<file path="config.mk">
export PLATFORM = sky130hd
export DESIGN_NAME = dwsr_core
export DESIGN_NICKNAME = d
export VERILOG_FILES = /design/src/rtl/dwsr_mem.v /design/src/rtl/dwsr_core.v
export VERILOG_INCLUDE_DIRS = /design/src /design/src/inc
export SDC_FILE = /design/constraint.sdc
export NUM_CORES = 1
export LEC_CHECK = 0
export ABC_AREA = 1
export BUFFER_PORTS_ARGS = -buffer_cell sky130_fd_sc_hd__buf_4
export CAP_MARGIN = 20
export CELL_PAD_IN_SITES_DETAIL_PLACEMENT = 2
export CELL_PAD_IN_SITES_GLOBAL_PLACEMENT = 2
export CORE_UTILIZATION = 34
export DETAILED_ROUTE_END_ITERATION = 7
export PLACE_DENSITY = 0.78
export SLEW_MARGIN = 20
export SYNTH_ARGS = -nofsm -noshare
export SYNTH_HDL_FRONTEND = slang
export SYNTH_SLANG_ARGS = --single-unit
</file>
<file path="constraint.sdc">
create_clock -name ref_clk -period 2.4 [get_ports ref_clk]
set_input_delay 0 -clock ref_clk [delete_from_list [all_inputs] [get_ports ref_clk]]
set_output_delay 0 -clock ref_clk [all_outputs]
set_load 0.05 [all_outputs]
</file>
<file path="src/inc/dwsr_map.vh">
`ifndef DWSR_MAP_VH
`define DWSR_MAP_VH

// ************************************************
// Slave address
// ************************************************
// Fixed upper three address bits, below them the four strap bits
`define DWSR_DEV_TYPE 3'h2
`define DWSR_RW_BIT 0

// ************************************************
// Command byte layout
// ************************************************
`define DWSR_CMD_OP 7:4
`define DWSR_CMD_POT 2
`define DWSR_CMD_IDX 1:0

// Operation codes
`define DWSR_OP_RD_WIPER 4'h9
`define DWSR_OP_WR_WIPER 4'hA
`define DWSR_OP_RD_SAVED 4'hB
`define DWSR_OP_WR_SAVED 4'hC
`define DWSR_OP_SAVED_TO_WIPER 4'hD
`define DWSR_OP_WIPER_TO_SAVED 4'hE
`define DWSR_OP_INCDEC 4'h2

// Data byte bit that chooses up (1) or down (0) in step mode
`define DWSR_STEP_UP_BIT 0

// ************************************************
// Counts, limits and reset values
// ************************************************
`define DWSR_BYTE_BITS 4'h8
`define DWSR_BYTE_ADDR 2'h0
`define DWSR_BYTE_CMD 2'h1
`define DWSR_BYTE_DATA 2'h2
`define DWSR_WIPER_MIN 6'h00
`define DWSR_WIPER_MAX 6'h3F
`define DWSR_WIPER_RESET 6'h00
`define DWSR_RECALL_IDX 2'h0
`define DWSR_POT0 1'b0
`define DWSR_POT1 1'b1
`define DWSR_SAVED_INIT 6'h20

`endif

</file>
<file path="src/rtl/dwsr_mem.v">
`timescale 1ns/1ps
`include "dwsr_map.vh"
// ************************************************
// Saved-setting store, one write and one read port
// ************************************************
module dwsr_mem #(
   parameter WIDTH = 6,
   parameter AW = 3,
   parameter [5:0] INIT = `DWSR_SAVED_INIT
) (
   input wire ref_clk,
   input wire wr_en,
   input wire [AW-1:0] wr_addr,
   input wire [WIDTH-1:0] wr_data,
   input wire [AW-1:0] rd_addr,
   output reg [WIDTH-1:0] rd_data
);

   // Storage cells, untouched by reset since they are nonvolatile
   reg [WIDTH-1:0] cells [0:(1<<AW)-1];
   integer i;

   // Factory contents before any write
   initial begin
      for (i = 0; i < (1 << AW); i = i + 1) begin
         cells[i] = INIT[WIDTH-1:0];
      end
   end

   // Write port and registered read port
   always @(posedge ref_clk) begin
      if (wr_en) begin
         cells[wr_addr] <= wr_data;
      end
      rd_data <= cells[rd_addr];
   end

endmodule

</file>
<file path="src/rtl/dwsr_core.v">
`timescale 1ns/1ps
`include "dwsr_map.vh"
// ************************************************
// Dual wiper control with serial slave interface
// ************************************************
module dwsr_core #(
   parameter WIDTH = 6,
   parameter TAPS = 64
) (
   input wire ref_clk,
   input wire reset_n,
   input wire scl,
   input wire sda_in,
   output reg sda_out,
   output reg sda_oe,
   input wire bus_id_pin_0,
   input wire bus_id_pin_1,
   input wire bus_id_pin_2,
   input wire bus_id_pin_3,
   output reg [WIDTH-1:0] wiper_position_reg_0,
   output reg [WIDTH-1:0] wiper_position_reg_1,
   output reg [TAPS-1:0] tap_sel_0,
   output reg [TAPS-1:0] tap_sel_1
);

   // ************************************************
   // States
   // ************************************************
   localparam [2:0] ST_BOOT0 = 3'h0; // Address first saved setting of pot 0
   localparam [2:0] ST_BOOT1 = 3'h1; // Load pot 0, address pot 1
   localparam [2:0] ST_BOOT2 = 3'h2; // Load pot 1
   localparam [2:0] ST_IDLE = 3'h3; // Waiting for a start condition
   localparam [2:0] ST_RX = 3'h4; // Receiving a byte
   localparam [2:0] ST_RACK = 3'h5; // Driving our acknowledge
   localparam [2:0] ST_TX = 3'h6; // Sending a byte
   localparam [2:0] ST_TACK = 3'h7; // Sampling the master's acknowledge

   // ************************************************
   // Functions
   // ************************************************
   // One-hot tap decode of a wiper code
   function [TAPS-1:0] dwsr_onehot;
      input [WIDTH-1:0] code;
      begin
         dwsr_onehot = {{(TAPS-1){1'b0}}, 1'b1} << code;
      end
   endfunction

   // Single saturating step up or down
   function [WIDTH-1:0] dwsr_step;
      input [WIDTH-1:0] code;
      input up;
      begin
         if (up) begin
            dwsr_step = (code == `DWSR_WIPER_MAX) ? code : code + {{(WIDTH-1){1'b0}}, 1'b1};
         end else begin
            dwsr_step = (code == `DWSR_WIPER_MIN) ? code : code - {{(WIDTH-1){1'b0}}, 1'b1};
         end
      end
   endfunction

   // ************************************************
   // Pin synchronisers
   // ************************************************
   reg scl_s1, scl_s2, scl_d; // Clock pin stages and edge history
   reg sda_s1, sda_s2, sda_d; // Data pin stages and edge history
   reg [3:0] id_s1, id_s2; // Strap pin stages

   // Two flops per pin, then one more on clock and data for edge finding
   always @(posedge ref_clk) begin
      if (!reset_n) begin
         scl_s1 <= 1'b1;
         scl_s2 <= 1'b1;
         scl_d <= 1'b1;
         sda_s1 <= 1'b1;
         sda_s2 <= 1'b1;
         sda_d <= 1'b1;
         id_s1 <= 4'h0;
         id_s2 <= 4'h0;
      end else begin
         scl_s1 <= scl;
         scl_s2 <= scl_s1;
         scl_d <= scl_s2;
         sda_s1 <= sda_in;
         sda_s2 <= sda_s1;
         sda_d <= sda_s2;
         id_s1 <= {bus_id_pin_3, bus_id_pin_2, bus_id_pin_1, bus_id_pin_0};
         id_s2 <= id_s1;
      end
   end

   // Bus events seen on the synchronised pins
   wire scl_rise = scl_s2 & ~scl_d;
   wire scl_fall = ~scl_s2 & scl_d;
   wire bus_start = scl_s2 & scl_d & sda_d & ~sda_s2;
   wire bus_stop = scl_s2 & scl_d & ~sda_d & sda_s2;

   // ************************************************
   // Transfer state
   // ************************************************
   reg [2:0] state; // Main sequencer
   reg [7:0] shift; // Receive and transmit shifter
   reg [3:0] bit_cnt; // Bits moved in the current byte
   reg [1:0] byte_idx; // Address, command, then data bytes
   reg rw_read; // Current transfer is a read
   reg [7:0] cmd; // Last accepted command byte
   reg tx_nack; // Master declined further read bytes
   reg mem_we; // Saved-setting write strobe
   reg [2:0] mem_wa; // Saved-setting write address
   reg [WIDTH-1:0] mem_wd; // Saved-setting write data
   reg [2:0] rd_addr; // Saved-setting read address
   wire [WIDTH-1:0] rd_data; // Saved-setting read data

   // Fields of the command byte
   wire [3:0] cmd_op = cmd[`DWSR_CMD_OP];
   wire cmd_pot = cmd[`DWSR_CMD_POT];
   wire [1:0] cmd_idx = cmd[`DWSR_CMD_IDX];

   // Wiper of the addressed potentiometer
   wire [WIDTH-1:0] sel_wiper = cmd_pot ? wiper_position_reg_1 : wiper_position_reg_0;

   // Byte returned on a read
   wire [7:0] tx_byte = {2'h0, (cmd_op == `DWSR_OP_RD_WIPER) ? sel_wiper : rd_data};

   // Address match against fixed type and straps
   wire addr_hit = (shift[7:1] == {`DWSR_DEV_TYPE, id_s2});

   // ************************************************
   // Read address selection
   // ************************************************
   // Boot reads the first saved settings, otherwise the command target
   always @* begin
      case (state)
         ST_BOOT0: rd_addr = {`DWSR_POT0, `DWSR_RECALL_IDX};
         ST_BOOT1: rd_addr = {`DWSR_POT1, `DWSR_RECALL_IDX};
         // During the command ack the new target is still only in the shifter
         ST_RACK: rd_addr = (byte_idx == `DWSR_BYTE_CMD) ?
            {shift[`DWSR_CMD_POT], shift[`DWSR_CMD_IDX]} : {cmd_pot, cmd_idx};
         default: rd_addr = {cmd_pot, cmd_idx};
      endcase
   end

   // ************************************************
   // Command execution decode
   // ************************************************
   reg exec_wip; // Wiper of the command byte's pot takes exec_val
   reg exec_mem; // Saved setting at cmd target takes exec_val
   reg [WIDTH-1:0] exec_val; // Value to store

   // Copies act after the command byte, writes after each data byte
   always @* begin
      exec_wip = 1'b0;
      exec_mem = 1'b0;
      exec_val = shift[WIDTH-1:0];
      if (byte_idx == `DWSR_BYTE_CMD) begin
         case (shift[`DWSR_CMD_OP])
            `DWSR_OP_SAVED_TO_WIPER: begin
               exec_wip = 1'b1;
               exec_val = rd_data;
            end
            `DWSR_OP_WIPER_TO_SAVED: begin
               exec_mem = 1'b1;
               exec_val = shift[`DWSR_CMD_POT] ? wiper_position_reg_1 : wiper_position_reg_0;
            end
            default: begin
               exec_wip = 1'b0;
            end
         endcase
      end else if (byte_idx == `DWSR_BYTE_DATA) begin
         case (cmd_op)
            `DWSR_OP_WR_WIPER: exec_wip = 1'b1;
            `DWSR_OP_WR_SAVED: exec_mem = 1'b1;
            `DWSR_OP_INCDEC: begin
               exec_wip = 1'b1;
               exec_val = dwsr_step(sel_wiper, shift[`DWSR_STEP_UP_BIT]);
            end
            default: begin
               exec_wip = 1'b0;
            end
         endcase
      end
   end

   // ************************************************
   // Main sequencer
   // ************************************************
   always @(posedge ref_clk) begin
      if (!reset_n) begin
         state <= ST_BOOT0;
         shift <= 8'h00;
         bit_cnt <= 4'h0;
         byte_idx <= `DWSR_BYTE_ADDR;
         rw_read <= 1'b0;
         cmd <= 8'h00;
         tx_nack <= 1'b0;
         mem_we <= 1'b0;
         mem_wa <= 3'h0;
         mem_wd <= `DWSR_WIPER_RESET;
         sda_oe <= 1'b0;
         wiper_position_reg_0 <= `DWSR_WIPER_RESET;
         wiper_position_reg_1 <= `DWSR_WIPER_RESET;
      end else begin
         mem_we <= 1'b0;
         case (state)
            // Recall after reset, bus ignored meanwhile
            ST_BOOT0: begin
               state <= ST_BOOT1;
            end
            ST_BOOT1: begin
               wiper_position_reg_0 <= rd_data;
               state <= ST_BOOT2;
            end
            ST_BOOT2: begin
               wiper_position_reg_1 <= rd_data;
               state <= ST_IDLE;
            end
            default: begin
               if (bus_start) begin
                  // Start or repeated start opens a new address byte
                  state <= ST_RX;
                  bit_cnt <= 4'h0;
                  byte_idx <= `DWSR_BYTE_ADDR;
                  sda_oe <= 1'b0;
               end else if (bus_stop) begin
                  state <= ST_IDLE;
                  sda_oe <= 1'b0;
               end else begin
                  case (state)
                     ST_RX: begin
                        if (scl_rise) begin
                           shift <= {shift[6:0], sda_s2};
                           bit_cnt <= bit_cnt + 4'h1;
                        end else if (scl_fall && bit_cnt == `DWSR_BYTE_BITS) begin
                           if (byte_idx == `DWSR_BYTE_ADDR) begin
                              if (addr_hit) begin
                                 rw_read <= shift[`DWSR_RW_BIT];
                                 sda_oe <= 1'b1;
                                 state <= ST_RACK;
                              end else begin
                                 state <= ST_IDLE;
                              end
                           end else begin
                              sda_oe <= 1'b1;
                              state <= ST_RACK;
                           end
                        end
                     end
                     ST_RACK: begin
                        if (scl_fall) begin
                           bit_cnt <= 4'h0;
                           if (byte_idx == `DWSR_BYTE_CMD) begin
                              cmd <= shift;
                           end
                           if (byte_idx != `DWSR_BYTE_DATA) begin
                              byte_idx <= byte_idx + 2'h1;
                           end
                           // Store whatever this byte asked for
                           if (exec_wip) begin
                              if (byte_idx == `DWSR_BYTE_CMD ? shift[`DWSR_CMD_POT] : cmd_pot) begin
                                 wiper_position_reg_1 <= exec_val;
                              end else begin
                                 wiper_position_reg_0 <= exec_val;
                              end
                           end
                           if (exec_mem) begin
                              mem_we <= 1'b1;
                              mem_wa <= (byte_idx == `DWSR_BYTE_CMD) ?
                                 {shift[`DWSR_CMD_POT], shift[`DWSR_CMD_IDX]} : {cmd_pot, cmd_idx};
                              mem_wd <= exec_val;
                           end
                           if (rw_read && byte_idx == `DWSR_BYTE_ADDR) begin
                              // Read: first data bit goes out now
                              shift <= tx_byte;
                              sda_oe <= ~tx_byte[7];
                              bit_cnt <= 4'h1;
                              state <= ST_TX;
                           end else begin
                              sda_oe <= 1'b0;
                              state <= ST_RX;
                           end
                        end
                     end
                     ST_TX: begin
                        if (scl_fall) begin
                           if (bit_cnt == `DWSR_BYTE_BITS) begin
                              sda_oe <= 1'b0;
                              state <= ST_TACK;
                           end else begin
                              sda_oe <= ~shift[6];
                              shift <= {shift[6:0], 1'b0};
                              bit_cnt <= bit_cnt + 4'h1;
                           end
                        end
                     end
                     ST_TACK: begin
                        if (scl_rise) begin
                           tx_nack <= sda_s2;
                        end else if (scl_fall) begin
                           if (tx_nack) begin
                              state <= ST_IDLE;
                           end else begin
                              // Master wants more: resend current value
                              shift <= tx_byte;
                              sda_oe <= ~tx_byte[7];
                              bit_cnt <= 4'h1;
                              state <= ST_TX;
                           end
                        end
                     end
                     default: begin
                        sda_oe <= 1'b0;
                     end
                  endcase
               end
            end
         endcase
      end
   end

   // ************************************************
   // Pin drive and tap decode
   // ************************************************
   // Data pin only ever pulls low; tap switches follow the wipers
   always @(posedge ref_clk) begin
      sda_out <= 1'b0;
      if (!reset_n) begin
         tap_sel_0 <= dwsr_onehot(`DWSR_WIPER_RESET);
         tap_sel_1 <= dwsr_onehot(`DWSR_WIPER_RESET);
      end else begin
         tap_sel_0 <= dwsr_onehot(wiper_position_reg_0);
         tap_sel_1 <= dwsr_onehot(wiper_position_reg_1);
      end
   end

   // ************************************************
   // Saved settings
   // ************************************************
   dwsr_mem #(
      .WIDTH(WIDTH),
      .AW(3),
      .INIT(`DWSR_SAVED_INIT)
   ) u_mem (
      .ref_clk(ref_clk),
      .wr_en(mem_we),
      .wr_addr(mem_wa),
      .wr_data(mem_wd),
      .rd_addr(rd_addr),
      .rd_data(rd_data)
   );

endmodule

</file>
After elaboration in Yosys (flattened, before gate mapping):

Memory sizes are Yosys's and may differ from the RTL's. A register that Yosys moved wholly into a read port is not among the register bits.
Cells that the tools add are included.

* flip-flop bits (word level): 192
* memory bits (writable): 48
* bits of input ports: 8
* output and inout port bits: 142
* word-level logic and storage cells: 231
* memories kept: 1

* add/sub/neg operators: 4
* equal/unequal tests: 54
* shifts and indexed selects: 2
* multiplexer cells: 92
* bitwise operators: 21
* reduce and logical (&&, ||, !) cells: 34

Memories
* u_mem.cells: words 8, width 6, read ports 1, clocked after memory_dff 1, write ports 1, RTL line dwsr_mem.v:20 `reg [WIDTH-1:0] cells [0:(1<<AW)-1];`

Operators with widths (number)
* << shifter 1 x 6 -> 64 bit, first input constant: 2
* two-way mux 6 bit: 21
* two-way mux 8 bit: 8
* two-way mux 3 bit: 13
* two-way mux 4 bit: 9
* case mux 6 bit (2 select lines): 3
* inequality test 7 bit, second input constant: 5
* case mux 8 bit (4 select lines): 1
* inequality test 4 bit, second input constant: 7
* two-way mux 1 bit: 26
* equality test 4 bit, second input constant: 6
* inequality test 3 bit, second input constant: 7
* inequality test 2 bit, second input constant: 10
* nonzero test 2 bit: 10
* case mux 3 bit (3 select lines): 2
* case mux 4 bit (4 select lines): 1
* AND reduction 8 bit: 2
* inequality test 7 x 4 -> 1 bit, second input constant: 2
* NOT 1 bit: 14
* AND reduction 7 bit: 2
* equality test 3 bit, second input constant: 4
* two-way mux 2 bit: 6
* case mux 3 bit (4 select lines): 1
* AND reduction 12 bit: 1
* other kinds (29): 44

Longest topological paths before layout:

Gate-level depths: netlist of the first run.

* depth in word-level cells: 14
* depth in mapped cells: 17
* gate-level depth less buffers: 16

Cells and area by module:

From an unflattened synthesis of the first run, not the netlist that was laid out.

* cell total of the unflattened synthesis: 1180
* area, all modules: 9763.1 µm²

Modules (own cells, without submodules)
* dwsr_core: times used 1, cells an instance 949, area each 7472.2 µm², sequential area each 3823.7 µm²
* dwsr_mem: times used 1, cells an instance 231, area each 2290.9 µm², sequential area each 1561.5 µm²

Least setup slack after synthesis of the first run:

OpenSTA, ideal clock, no wires.

* path kind: reg-to-reg
* from: register wiper_position_reg_0[0]
* to: register mem_wd[0]
* library setup time: 113 ps
* arrival: 2102 ps
* data required time: 2287 ps
* path slack: 185 ps
* stages on the path, launching flop included: 15
* buffers on the path: 0
* period minus slack after synthesis: 2215 ps
* cells stage by stage: dfxtp_1 > inv_1 > o21ai_4 > inv_1 > ha_1 > nand3_1 > nor2_1 > nand2_1 > nand2_1 > nand3_1 > nand3_1 > nand2_1 > nand2_1 > o21ai_1 > inv_1

* cells in the longest elaborated chain, start to end: 7
* elaborated cells on any way between the ends: 13
* classes of those cells: 2 x add/sub; 1 x eq/ne; 9 x mux; 1 x reduce/logical

RTL lines
* from (decl): RTL line dwsr_core.v:20 `output reg [WIDTH-1:0] wiper_position_reg_0,`
* from (signal assigned): RTL line dwsr_core.v:200 `` wiper_position_reg_0 <= `DWSR_WIPER_RESET; ``
* from (signal assigned): RTL line dwsr_core.v:210 `wiper_position_reg_0 <= rd_data;`
* from (signal assigned): RTL line dwsr_core.v:262 `wiper_position_reg_0 <= exec_val;`
* two-way mux 6 bit: RTL line dwsr_core.v:120 `wire [WIDTH-1:0] sel_wiper = cmd_pot ? wiper_position_reg_1 : wiper_position_reg_0;`
* subtractor 6 x 1 -> 6 bit (tied with other cells): RTL line dwsr_core.v:57 `` dwsr_step = (code == `DWSR_WIPER_MIN) ? code : code - {{(WIDTH-1){1'b0}}, 1'b1}; ``
* two-way mux 6 bit (on tied branches): RTL line dwsr_core.v:57, dwsr_core.v:55
* two-way mux 6 bit: RTL line dwsr_core.v:54 `if (up) begin`
* two-way mux 6 bit: RTL line dwsr_core.v:170 `case (cmd_op)`
* two-way mux 6 bit: RTL line dwsr_core.v:169 `` end else if (byte_idx == `DWSR_BYTE_DATA) begin ``
* two-way mux 6 bit (*): RTL line dwsr_core.v:155 `` if (byte_idx == `DWSR_BYTE_CMD) begin ``
* to (signal assigned): RTL line dwsr_core.v:198 `` mem_wd <= `DWSR_WIPER_RESET; ``
* to (signal assigned): RTL line dwsr_core.v:269 `mem_wd <= exec_val;`
* to (decl): RTL line dwsr_core.v:110 `reg [WIDTH-1:0] mem_wd;`

Every way passes the cells marked *; elsewhere a longest branch is shown, timed or not.
A chain may end at the register's enable or synchronous reset.

Final worst setup path of the first run:

* from: register wiper_position_reg_0[0]
* to: register mem_wd[1]

* cells in the longest elaborated chain, start to end: 7
* elaborated cells on any way between the ends: 11
* classes of those cells: 2 x add/sub; 1 x eq/ne; 7 x mux; 1 x reduce/logical

RTL lines (RTL line)
* two-way mux 6 bit (*): dwsr_core.v:120
* subtractor 6 x 1 -> 6 bit (tied with other cells): dwsr_core.v:57
* two-way mux 6 bit (on tied branches): dwsr_core.v:57, dwsr_core.v:55
* two-way mux 6 bit (*): dwsr_core.v:54
* two-way mux 6 bit (*): dwsr_core.v:170
* two-way mux 6 bit (*): dwsr_core.v:169
* two-way mux 6 bit (*): dwsr_core.v:155

Marks and branches as above.

==> results.json, run 1 <==
{
  "status": "complete, no violations",
  "grt_max_degree": 37,
  "syn-num-nets": 1126,
  "maxCapViolations": 0,
  "dieArea_sq_mm": 0.0286,
  "dieWidth_um": 169,
  "r2r_start": "wiper_position_reg_0[0]",
  "path_clk_slew_ns": 0.06,
  "gp_congestion": 0.809,
  "area_growth_pct": 28.9,
  "p_leak_nw": 5.00,
  "setup_viol": 0,
  "tightest_slew_ns": 0.937,
  "synth_top_area_frac": 0.416,
  "yosysTopAreaCell": "dfxtp_1",
  "row_count": 60,
  "drt-total-wl_um": 34300,
  "syn_inst": 1110,
  "synth_warnings": 0,
  "yosys-top-cells-area": "dfxtp_1 (42%), edfxtp_1 (15%), nor2_1 (7.9%), nand2_1 (6.0%), o21ai_0 (4.1%)",
  "final_nets": 1303,
  "slew_headroom": 0.374,
  "fin_skew_ns": 0.0173,
  "cp-end-kind": "flop",
  "cts_buffer_depth": 3,
  "avgRoutedWirePerCell_um": 20.4,
  "critPathKind": "reg2reg",
  "viasPerCell": 5.08,
  "ir_drop_uv": 468,
  "hpwlAfterDp_um": 24500,
  "final_max_slew_viol_count": 0,
  "grt_overflow": 0,
  "first_global_vias": 9162,
  "avgSynthCellArea_sq_um": 8.54,
  "fill_cells": 3054,
  "fin_crit_sh": 0.927,
  "crit_arrival_ns": 2.68,
  "r2r_end": "mem_wd[1]",
  "cp.required_ns": 2.85,
  "antenna_left": 0,
  "antenna_found_initial": 1,
  "multiInputGateArea_sq_mm": 0.00351,
  "grt_first_pass_wirelength_um": 53600,
  "drtIter0Drc": 510,
  "critical_path.startpoint_type": "flop",
  "cp_top_family": "simple AND/OR/NAND/NOR gates",
  "finalHoldViolations": 0,
  "regArea_sq_mm": 0.00539,
  "synth_area_sq_mm": 0.00948,
  "die_h_um": 169,
  "worstSkewPairLatency_ns": 0.56,
  "whs_endpoint": "scl_s1",
  "critPathBufInv": 2,
  "initial_utilization": 0.349,
  "whs_path_depth": 3,
  "crit_path_max_incr_delay_ns": 0.37,
  "ff2ff_path_depth": 12,
  "yosysSeqAreaShare": 0.568,
  "synthArstFlopShare": 0,
  "crit_top_cell": "nand3_1",
  "vias": 8552,
  "setup_tns_ns": 0,
  "final_cell_mix": "nor2_1 (200), buf_4 (196), dfxtp_1 (195)",
  "drive_above_1_share": 0.222,
  "synth_cell_types": 47,
  "io_pins": 150,
  "root_buffer": "clkbuf_16",
  "io_buffers": 148,
  "min-delay-start": "scl",
  "drc_errors": 0,
  "fmax_ghz": 0.449,
  "power_mw": 10.0,
  "path_max_fanout": 5,
  "cts_tree": "built",
  "final_common_cell": "nor2_1",
  "post-route-util": 0.450,
  "fin_crit_ns": 2.23,
  "synth_edf_count": 48,
  "hold_class": "in2reg",
  "cts_max_level": 1,
  "cts.sinks": 245,
  "cp_slowest_cell": "dfxtp_2",
  "ys.flop_type": "dfxtp_1",
  "postSynthRegisterBits": 245,
  "p_per_area_mw_per_mm2": 821,
  "grt_use_total": 0.242,
  "r2r_slack_ns": 0.17,
  "drtPass1Iterations": 4,
  "core_area_sq_mm": 0.0272,
  "path_cells": "inv_1, o21ai_4, ha_4, nand3_1, nor2_4, nand3_1, nand3_1, nand3_1, nand2_1, nand2_1, o21ai_1, inv_1",
  "cts_made_buffers": 28
}
cells by family after synthesis:
family	count (synthesis)	synth area share
buffers and inverters	151	0.0646
multiplexers	6	0.00712
XOR/XNOR	6	0.00554
AO/OA/AOI/OAI	173	0.102
AND/OR/NAND/NOR	520	0.242
adder cells (fa/ha/maj)	8	0.0106
flip-flops	245	0.568
other	1	0.000395
flip-flops by register name (all words and copies together), names as in the netlist, 2 cells and up:
register and count:
bit_cnt 4, byte_idx 2, cmd 7, id_s1 4, id_s2 4, mem_wa 3
mem_wd 6, shift 8, state 3, tap_sel_0 64, tap_sel_1 64, u_mem.cells 48
u_mem.rd_data 6, wiper_position_reg_0 6, wiper_position_reg_1 6
repair_timing:
action                                  in CTS  in global routing
setup buffers                                0                  1
gates resized for setup                      4                 10
endpoints found under the hold margin        9                  0
hold buffers                                 7                  0
endpoints found under the setup margin       3                 20
pin swaps                                    0                  1
per-layer routing:
layer / track usage / wire length (um) / up-vias
met3: 0.0316 / 1150 / 44
met4: 0.0619 / 681 / 0
li1: - / - / 4062
met2: 0.422 / 17200 / 160
met1: 0.316 / 15300 / 4286
met5: 0 / 0 / -
cell type report:
class,count,area share
diodes,1,0.000205
clock buffers,41,0.0688
repair buffers,203,0.126
multi-input cells,714,0.287
clock inverters,11,0.00911
flip-flops and latches,245,0.441
well taps,372,0.0381
inverters,95,0.0294
stage by stage:
stage / cell area [sq um] / hold WS (ns) / worst slack (ns) / instances
after floorplan: 9480 / 0.0976 / 0.185 / 1110
after global placement: 11200 / 0.181 / 0.115 / 1621
after detailed placement: 11200 / 0.188 / -0.0702 / 1621
after CTS: 12200 / 0.151 / 0.0191 / 1680
after global routing: 12200 / 0.170 / -0.00206 / 1681
final: 12200 / 0.179 / 0.175 / 1682
power breakdown:
part | total, mW | leakage (nW) | internal (mW) | switching [mW]
clock | 4.31 | 0.471 | 2.55 | 1.76
sequential | 4.38 | 1.97 | 4.27 | 0.110
combinational | 1.35 | 2.56 | 0.370 | 0.977
total | 10.0 | 5.00 | 7.19 | 2.85
tightest hold or removal path: stages:
cell and delay, ns:
dlygate4sd3_1 0.52, buf_4 0.09, or2_2 0.09
worst max-delay path by stage:
stage,from,endpoint,slack [ns],cells after the start
6_report,wiper_position_reg_0[0],mem_wd[1],0.17,12
5_1_grt,cmd[2],wiper_position_reg_0[4],-0.002,16
4_1_cts,wiper_position_reg_0[0],mem_wd[1],0.02,14
3_5_place_dp,cmd[2],wiper_position_reg_0[4],-0.07,16
3_3_place_gp,byte_idx[1],wiper_position_reg_1[4],0.11,8
2_1_floorplan,wiper_position_reg_0[0],mem_wd[0],0.19,14
synthesized netlist by cell type, types with 7 or more instances:
cell type	number
buf_1	11
clkbuf_1	31
nand4_1	48
o22ai_1	18
ha_1	8
edfxtp_1	48
nor2_1	200
inv_1	87
nand2_1	152
nor3_1	31
o21ai_0	78
nand3_1	63
inv_2	7
dfxtp_1	197
a21oi_1	53
No activity file was read; power rests on OpenSTA's default activity.
==> inputs of run 2 (changes only) <==
RECOVER_POWER = 100   (was unset)
SLEW_MARGIN = unset   (was 20)
==> run 2 against run 1 <==
Net effect:
- design area shrank 4.6%
- fmax fell by 0.29%
- global-route usage unchanged
- sequential share of layout area rose by 2.1 points
- worst setup slack worse by 0.0064 ns
- clock skew decreased by 0.0023 ns
==> results.json, run 2 (synthesis gave the netlist of run 1 again) <==
{
  "regArea_sq_mm": 0.00539,
  "antenna_found_initial": 1,
  "grt_overflow": 0,
  "reg_top3": "tap_sel_0 (64), tap_sel_1 (64), u_mem.cells (48)",
  "ff2ff_path_depth": 9,
  "cts_tree": "built",
  "path_max_fanout": 12,
  "hold_class": "in2reg",
  "slew_headroom": 0.379,
  "r2r_slack_ns": 0.17,
  "r2r_end": "wiper_position_reg_1[4]",
  "cts_buffer_depth": 3,
  "cp_slowest_cell": "dfxtp_1",
  "status": "complete, no violations",
  "grt_use_total": 0.242,
  "cp.required_ns": 2.84,
  "first_global_vias": 9162,
  "p_per_area_mw_per_mm2": 855,
  "cts_made_buffers": 28,
  "whs_path_depth": 3,
  "critical_path.startpoint_type": "flop",
  "avgRoutedWirePerCell_um": 20.5,
  "root_buffer": "clkbuf_16",
  "final_common_cell": "nor2_1",
  "stdcell_count": 1682,
  "viasPerCell": 5.08,
  "post-place-ws_ns": -0.0702,
  "final_nets": 1303,
  "io_pins": 150,
  "io_buffers": 148,
  "grt_max_degree": 37,
  "crit_path_max_incr_delay_ns": 0.42,
  "gp_congestion": 0.809,
  "whs_endpoint": "scl_s1",
  "drive_above_1_share": 0.107,
  "cts.sinks": 245,
  "fin_skew_ns": 0.0150,
  "path_cells": "nand2_1, nor2_2, inv_1, nor2_1, nand3_1, nand2_1, o21ai_1, a21oi_1, a21oi_1",
  "path_clk_slew_ns": 0.06,
  "area_growth_pct": 22.9,
  "cp-end-kind": "flop",
  "grt_first_pass_wirelength_um": 53600,
  "die_h_um": 169,
  "p_leak_nw": 4.38,
  "initial_utilization": 0.349,
  "row_count": 60,
  "fill_cells": 3180,
  "worstSkewPairLatency_ns": 0.56,
  "finalHoldViolations": 0,
  "drtIter0Drc": 476,
  "min-delay-start": "scl",
  "tightest_slew_ns": 0.930,
  "cts_max_level": 1,
  "drc_errors": 0,
  "dieArea_sq_mm": 0.0286,
  "crit_arrival_ns": 2.67,
  "dieWidth_um": 169,
  "fmax_ghz": 0.448,
  "drt-total-wl_um": 34400,
  "setup_slack_ns": 0.168,
  "final_cell_mix": "nor2_1 (201), dfxtp_1 (195), clkbuf_1 (151)",
  "r2r_start": "state[0]",
  "drtPass1Iterations": 4,
  "maxCapViolations": 0,
  "hpwlAfterDp_um": 24500,
  "antenna_left": 0,
  "core_area_sq_mm": 0.0272,
  "vias": 8546,
  "ir_drop_uv": 465,
  "setup_viol": 0,
  "multiInputGateArea_sq_mm": 0.00350,
  "critPathKind": "reg2reg",
  "fin_crit_sh": 0.930,
  "final_max_slew_viol_count": 0,
  "dpl.cell_count": 1621,
  "fin_crit_ns": 2.23
}
-- run 2: worst max path at each step --
stage                            startpoint                      end  slack (ns)  cells past startpoint
CTS                 wiper_position_reg_0[0]                mem_wd[1]        0.02                     14
global route                         cmd[2]  wiper_position_reg_0[4]      -0.002                     16
global placement                byte_idx[1]  wiper_position_reg_1[4]        0.11                      8
floorplan           wiper_position_reg_0[0]                mem_wd[0]        0.19                     14
detailed placement                   cmd[2]  wiper_position_reg_0[4]       -0.07                     16
finish                             state[0]  wiper_position_reg_1[4]        0.17                      9
-- run 2: routing by layer --
metal	vias up	track usage	wire length, um
li1	4061	-	-
met1	4258	0.316	15300
met2	173	0.422	17000
met3	54	0.0316	1270
met4	0	0.0619	774
met5	-	0	0
-- run 2: report_power, final --
part / switching, mW / internal (mW)
clock: 1.76 / 2.55
sequential: 0.109 / 4.27
combinational: 0.974 / 0.307
-- run 2: stage by stage --
stage	area [sq um]	hold slack, ns	utilization	power, mW	TNS [ns]
3_3_place_gp	11200	0.181	0.411	5.75	0
4_1_cts	12200	0.151	0.449	10.1	0
3_5_place_dp	11200	0.188	0.411	5.78	-0.0902
2_1_floorplan	9480	0.0976	-	5.26	0
6_report	11700	0.179	0.429	9.97	0
5_1_grt	11700	0.170	0.429	10.3	-0.00211
-- run 2: critical path, delay by kind of cell, from the launching register on --
family / cells / cell delay (ns)
flops: 1 / 0.42
compound gates: 3 / 0.68
simple gates: 5 / 0.86
buf+inv: 1 / 0.17
-- run 2: cell type report --
type / instances / share of cell area
Antenna cell: 1 / 0.000215
Clock buffer: 41 / 0.0721
Clock inverter: 11 / 0.00955
Inverter: 95 / 0.0308
Multi-Input combinational cell: 714 / 0.300
Sequential cell: 245 / 0.462
Tap cell: 372 / 0.0399
Timing Repair Buffer: 203 / 0.0848
-- run 2: what timing repair did --
action / CTS / global route
setup buffers: 0 / 1
hold buffers: 7 / 0
resized for setup: 4 / 10
gates cloned: 0 / 0
pin swaps: 0 / 1
hold endpoints to repair: 9 / 0
setup endpoints to repair: 3 / 20
==> inputs of run 3 (changes only) <==
REMOVE_ABC_BUFFERS = 1   (was unset)
==> run 3 against run 2 <==
Net effect:
- sequential share of layout area increased by 0.19 points
- clock-buffer cell count up 2
- core utilization down 0.21 points
- die area unchanged
- non-clock buffer count rose by 1
- critical path depth decreased by 3
- worst hold slack improved by 0.036 ns
- combinational power grew 4%
- flip-flop and latch count stayed put
- wire length is 5.8% higher
- first-iteration DRC count up 9.0%
- final cell count down 0.24%
- critical path type is now in2reg
==> results.json, run 3 (synthesis gave the netlist of run 1 again) <==
{
  "status": "complete, no violations",
  "cts_made_buffers": 27,
  "final_cell_mix": "nor2_1 (200), dfxtp_1 (196), clkbuf_1 (153)",
  "cp.required_ns": 2.83,
  "initial_utilization": 0.349,
  "cts.sinks": 245,
  "worstSkewPairLatency_ns": 0.54,
  "crit_top_cell": "clkbuf_1",
  "drtPass1Iterations": 4,
  "postLayoutCellArea_sq_mm": 0.0116,
  "p_per_area_mw_per_mm2": 855,
  "fill_cells": 3157,
  "fin_crit_ns": 2.29,
  "die_h_um": 169,
  "drt-total-wl_um": 36400,
  "gp_congestion": 0.919,
  "regArea_sq_mm": 0.00539,
  "cts_tree": "built",
  "power_mw": 9.92,
  "hold_class": "in2reg",
  "drive_above_1_share": 0.101,
  "grt_setup_unrepaired": "false",
  "multiInputGateArea_sq_mm": 0.00349,
  "stdcell_count": 1678,
  "dpl.cell_count": 1616,
  "first_global_vias": 9510,
  "r2r_end": "mem_wd[0]",
  "setup_slack_ns": 0.114,
  "r2r_start": "wiper_position_reg_0[0]",
  "dieWidth_um": 169,
  "post-route-util": 0.427,
  "io_pins": 150,
  "setup_tns_ns": 0,
  "setup_viol": 0,
  "io_buffers": 148,
  "hold_ws_ns": 0.215,
  "row_count": 60,
  "cp-endpoint": "tap_sel_1[46]",
  "critical_path.startpoint_type": "primary input",
  "path_max_fanout": 32,
  "final_common_cell": "nor2_1",
  "hpwlAfterDp_um": 25900,
  "root_buffer": "clkbuf_16",
  "crit_arrival_ns": 2.71,
  "n_antenna_cell": 0,
  "viasPerCell": 5.24,
  "reg_top3": "tap_sel_0 (64), tap_sel_1 (64), u_mem.cells (48)",
  "drtIter0Drc": 519,
  "cp_slowest_cell": "clkbuf_1",
  "area_growth_pct": 22.3,
  "cts_buffer_depth": 3,
  "maxCapViolations": 0,
  "grt_max_degree": 33,
  "path_clk_slew_ns": 0.06,
  "ir_drop_uv": 458,
  "grt_first_pass_wirelength_um": 55900,
  "critPathLaunch": "reset_n",
  "path_cells": "dlygate4sd3_1, clkbuf_1, clkbuf_1, nand2_1, clkbuf_2, nor3_1",
  "fin_skew_ns": 0.0190,
  "core_area_sq_mm": 0.0272,
  "ff2ff_path_depth": 14,
  "slew_headroom": 0.250,
  "grt_use_total": 0.253,
  "r2r_slack_ns": 0.11,
  "avgRoutedWirePerCell_um": 21.7,
  "cp-end-kind": "flop",
  "final_nets": 1303,
  "post-place-ws_ns": -0.313,
  "fmax_ghz": 0.437,
  "critPathKind": "in2reg",
  "grt_overflow": 0,
  "final_max_slew_viol_count": 0,
  "p_leak_nw": 4.35,
  "antenna_found_initial": 0,
  "place_area_sq_mm": 0.0111,
  "drc_errors": 0,
  "finalHoldViolations": 0,
  "antenna_left": 0,
  "dieArea_sq_mm": 0.0286,
  "cts_max_level": 1,
  "vias": 8801,
  "tightest_slew_ns": 1.12,
  "fin_crit_sh": 0.952,
  "crit_path_max_incr_delay_ns": 0.67
}
run 3: worst min-delay path by stage:
stage / from / to / slack (ns) / depth (start not counted)
CTS: scl / scl_s1 / 0.19 / 3
detailed placement: scl / scl_s1 / 0.19 / 2
global placement: bus_id_pin_3 / id_s1[3] / 0.19 / 3
finish: sda_in / sda_s1 / 0.21 / 3
global route: scl / scl_s1 / 0.22 / 3
floorplan: reset_n / scl_d / 0.07 / 1
run 3: final cells by class:
type	instances	share of cell area
sequential	245	0.464
inverter	95	0.0307
clock buffer	43	0.0703
multi-input combinational	714	0.301
tap	372	0.0401
timing repair buffer	204	0.0868
clock inverter	5	0.00679
run 3: power breakdown:
part,internal (mW),total [mW],switching [mW]
logic,0.310,1.33,1.02
registers,4.27,4.37,0.0983
clock network,2.52,4.21,1.69
total,7.10,9.92,2.81
run 3: worst max-delay path: cells and delay by family:
family	cells	cell delay (ns)
simple gates	2	0.51
buf+inv	4	2.18
run 3: routing by layer:
layer	global-route usage	vias to the layer above	wire [um]
met5	0	-	0
met3	0.0304	66	1560
met2	0.460	227	18300
met1	0.316	4457	15800
li1	-	4051	-
met4	0.0631	0	798
run 3: repair_timing:
item | CTS | global route
resized for setup | 2 | 7
setup buffers | 0 | 3
pin swaps | 0 | 1
endpoints found under the hold margin | 16 | 0
cloned | 0 | 0
setup endpoints to repair | 18 | 24
hold buffers | 11 | 0
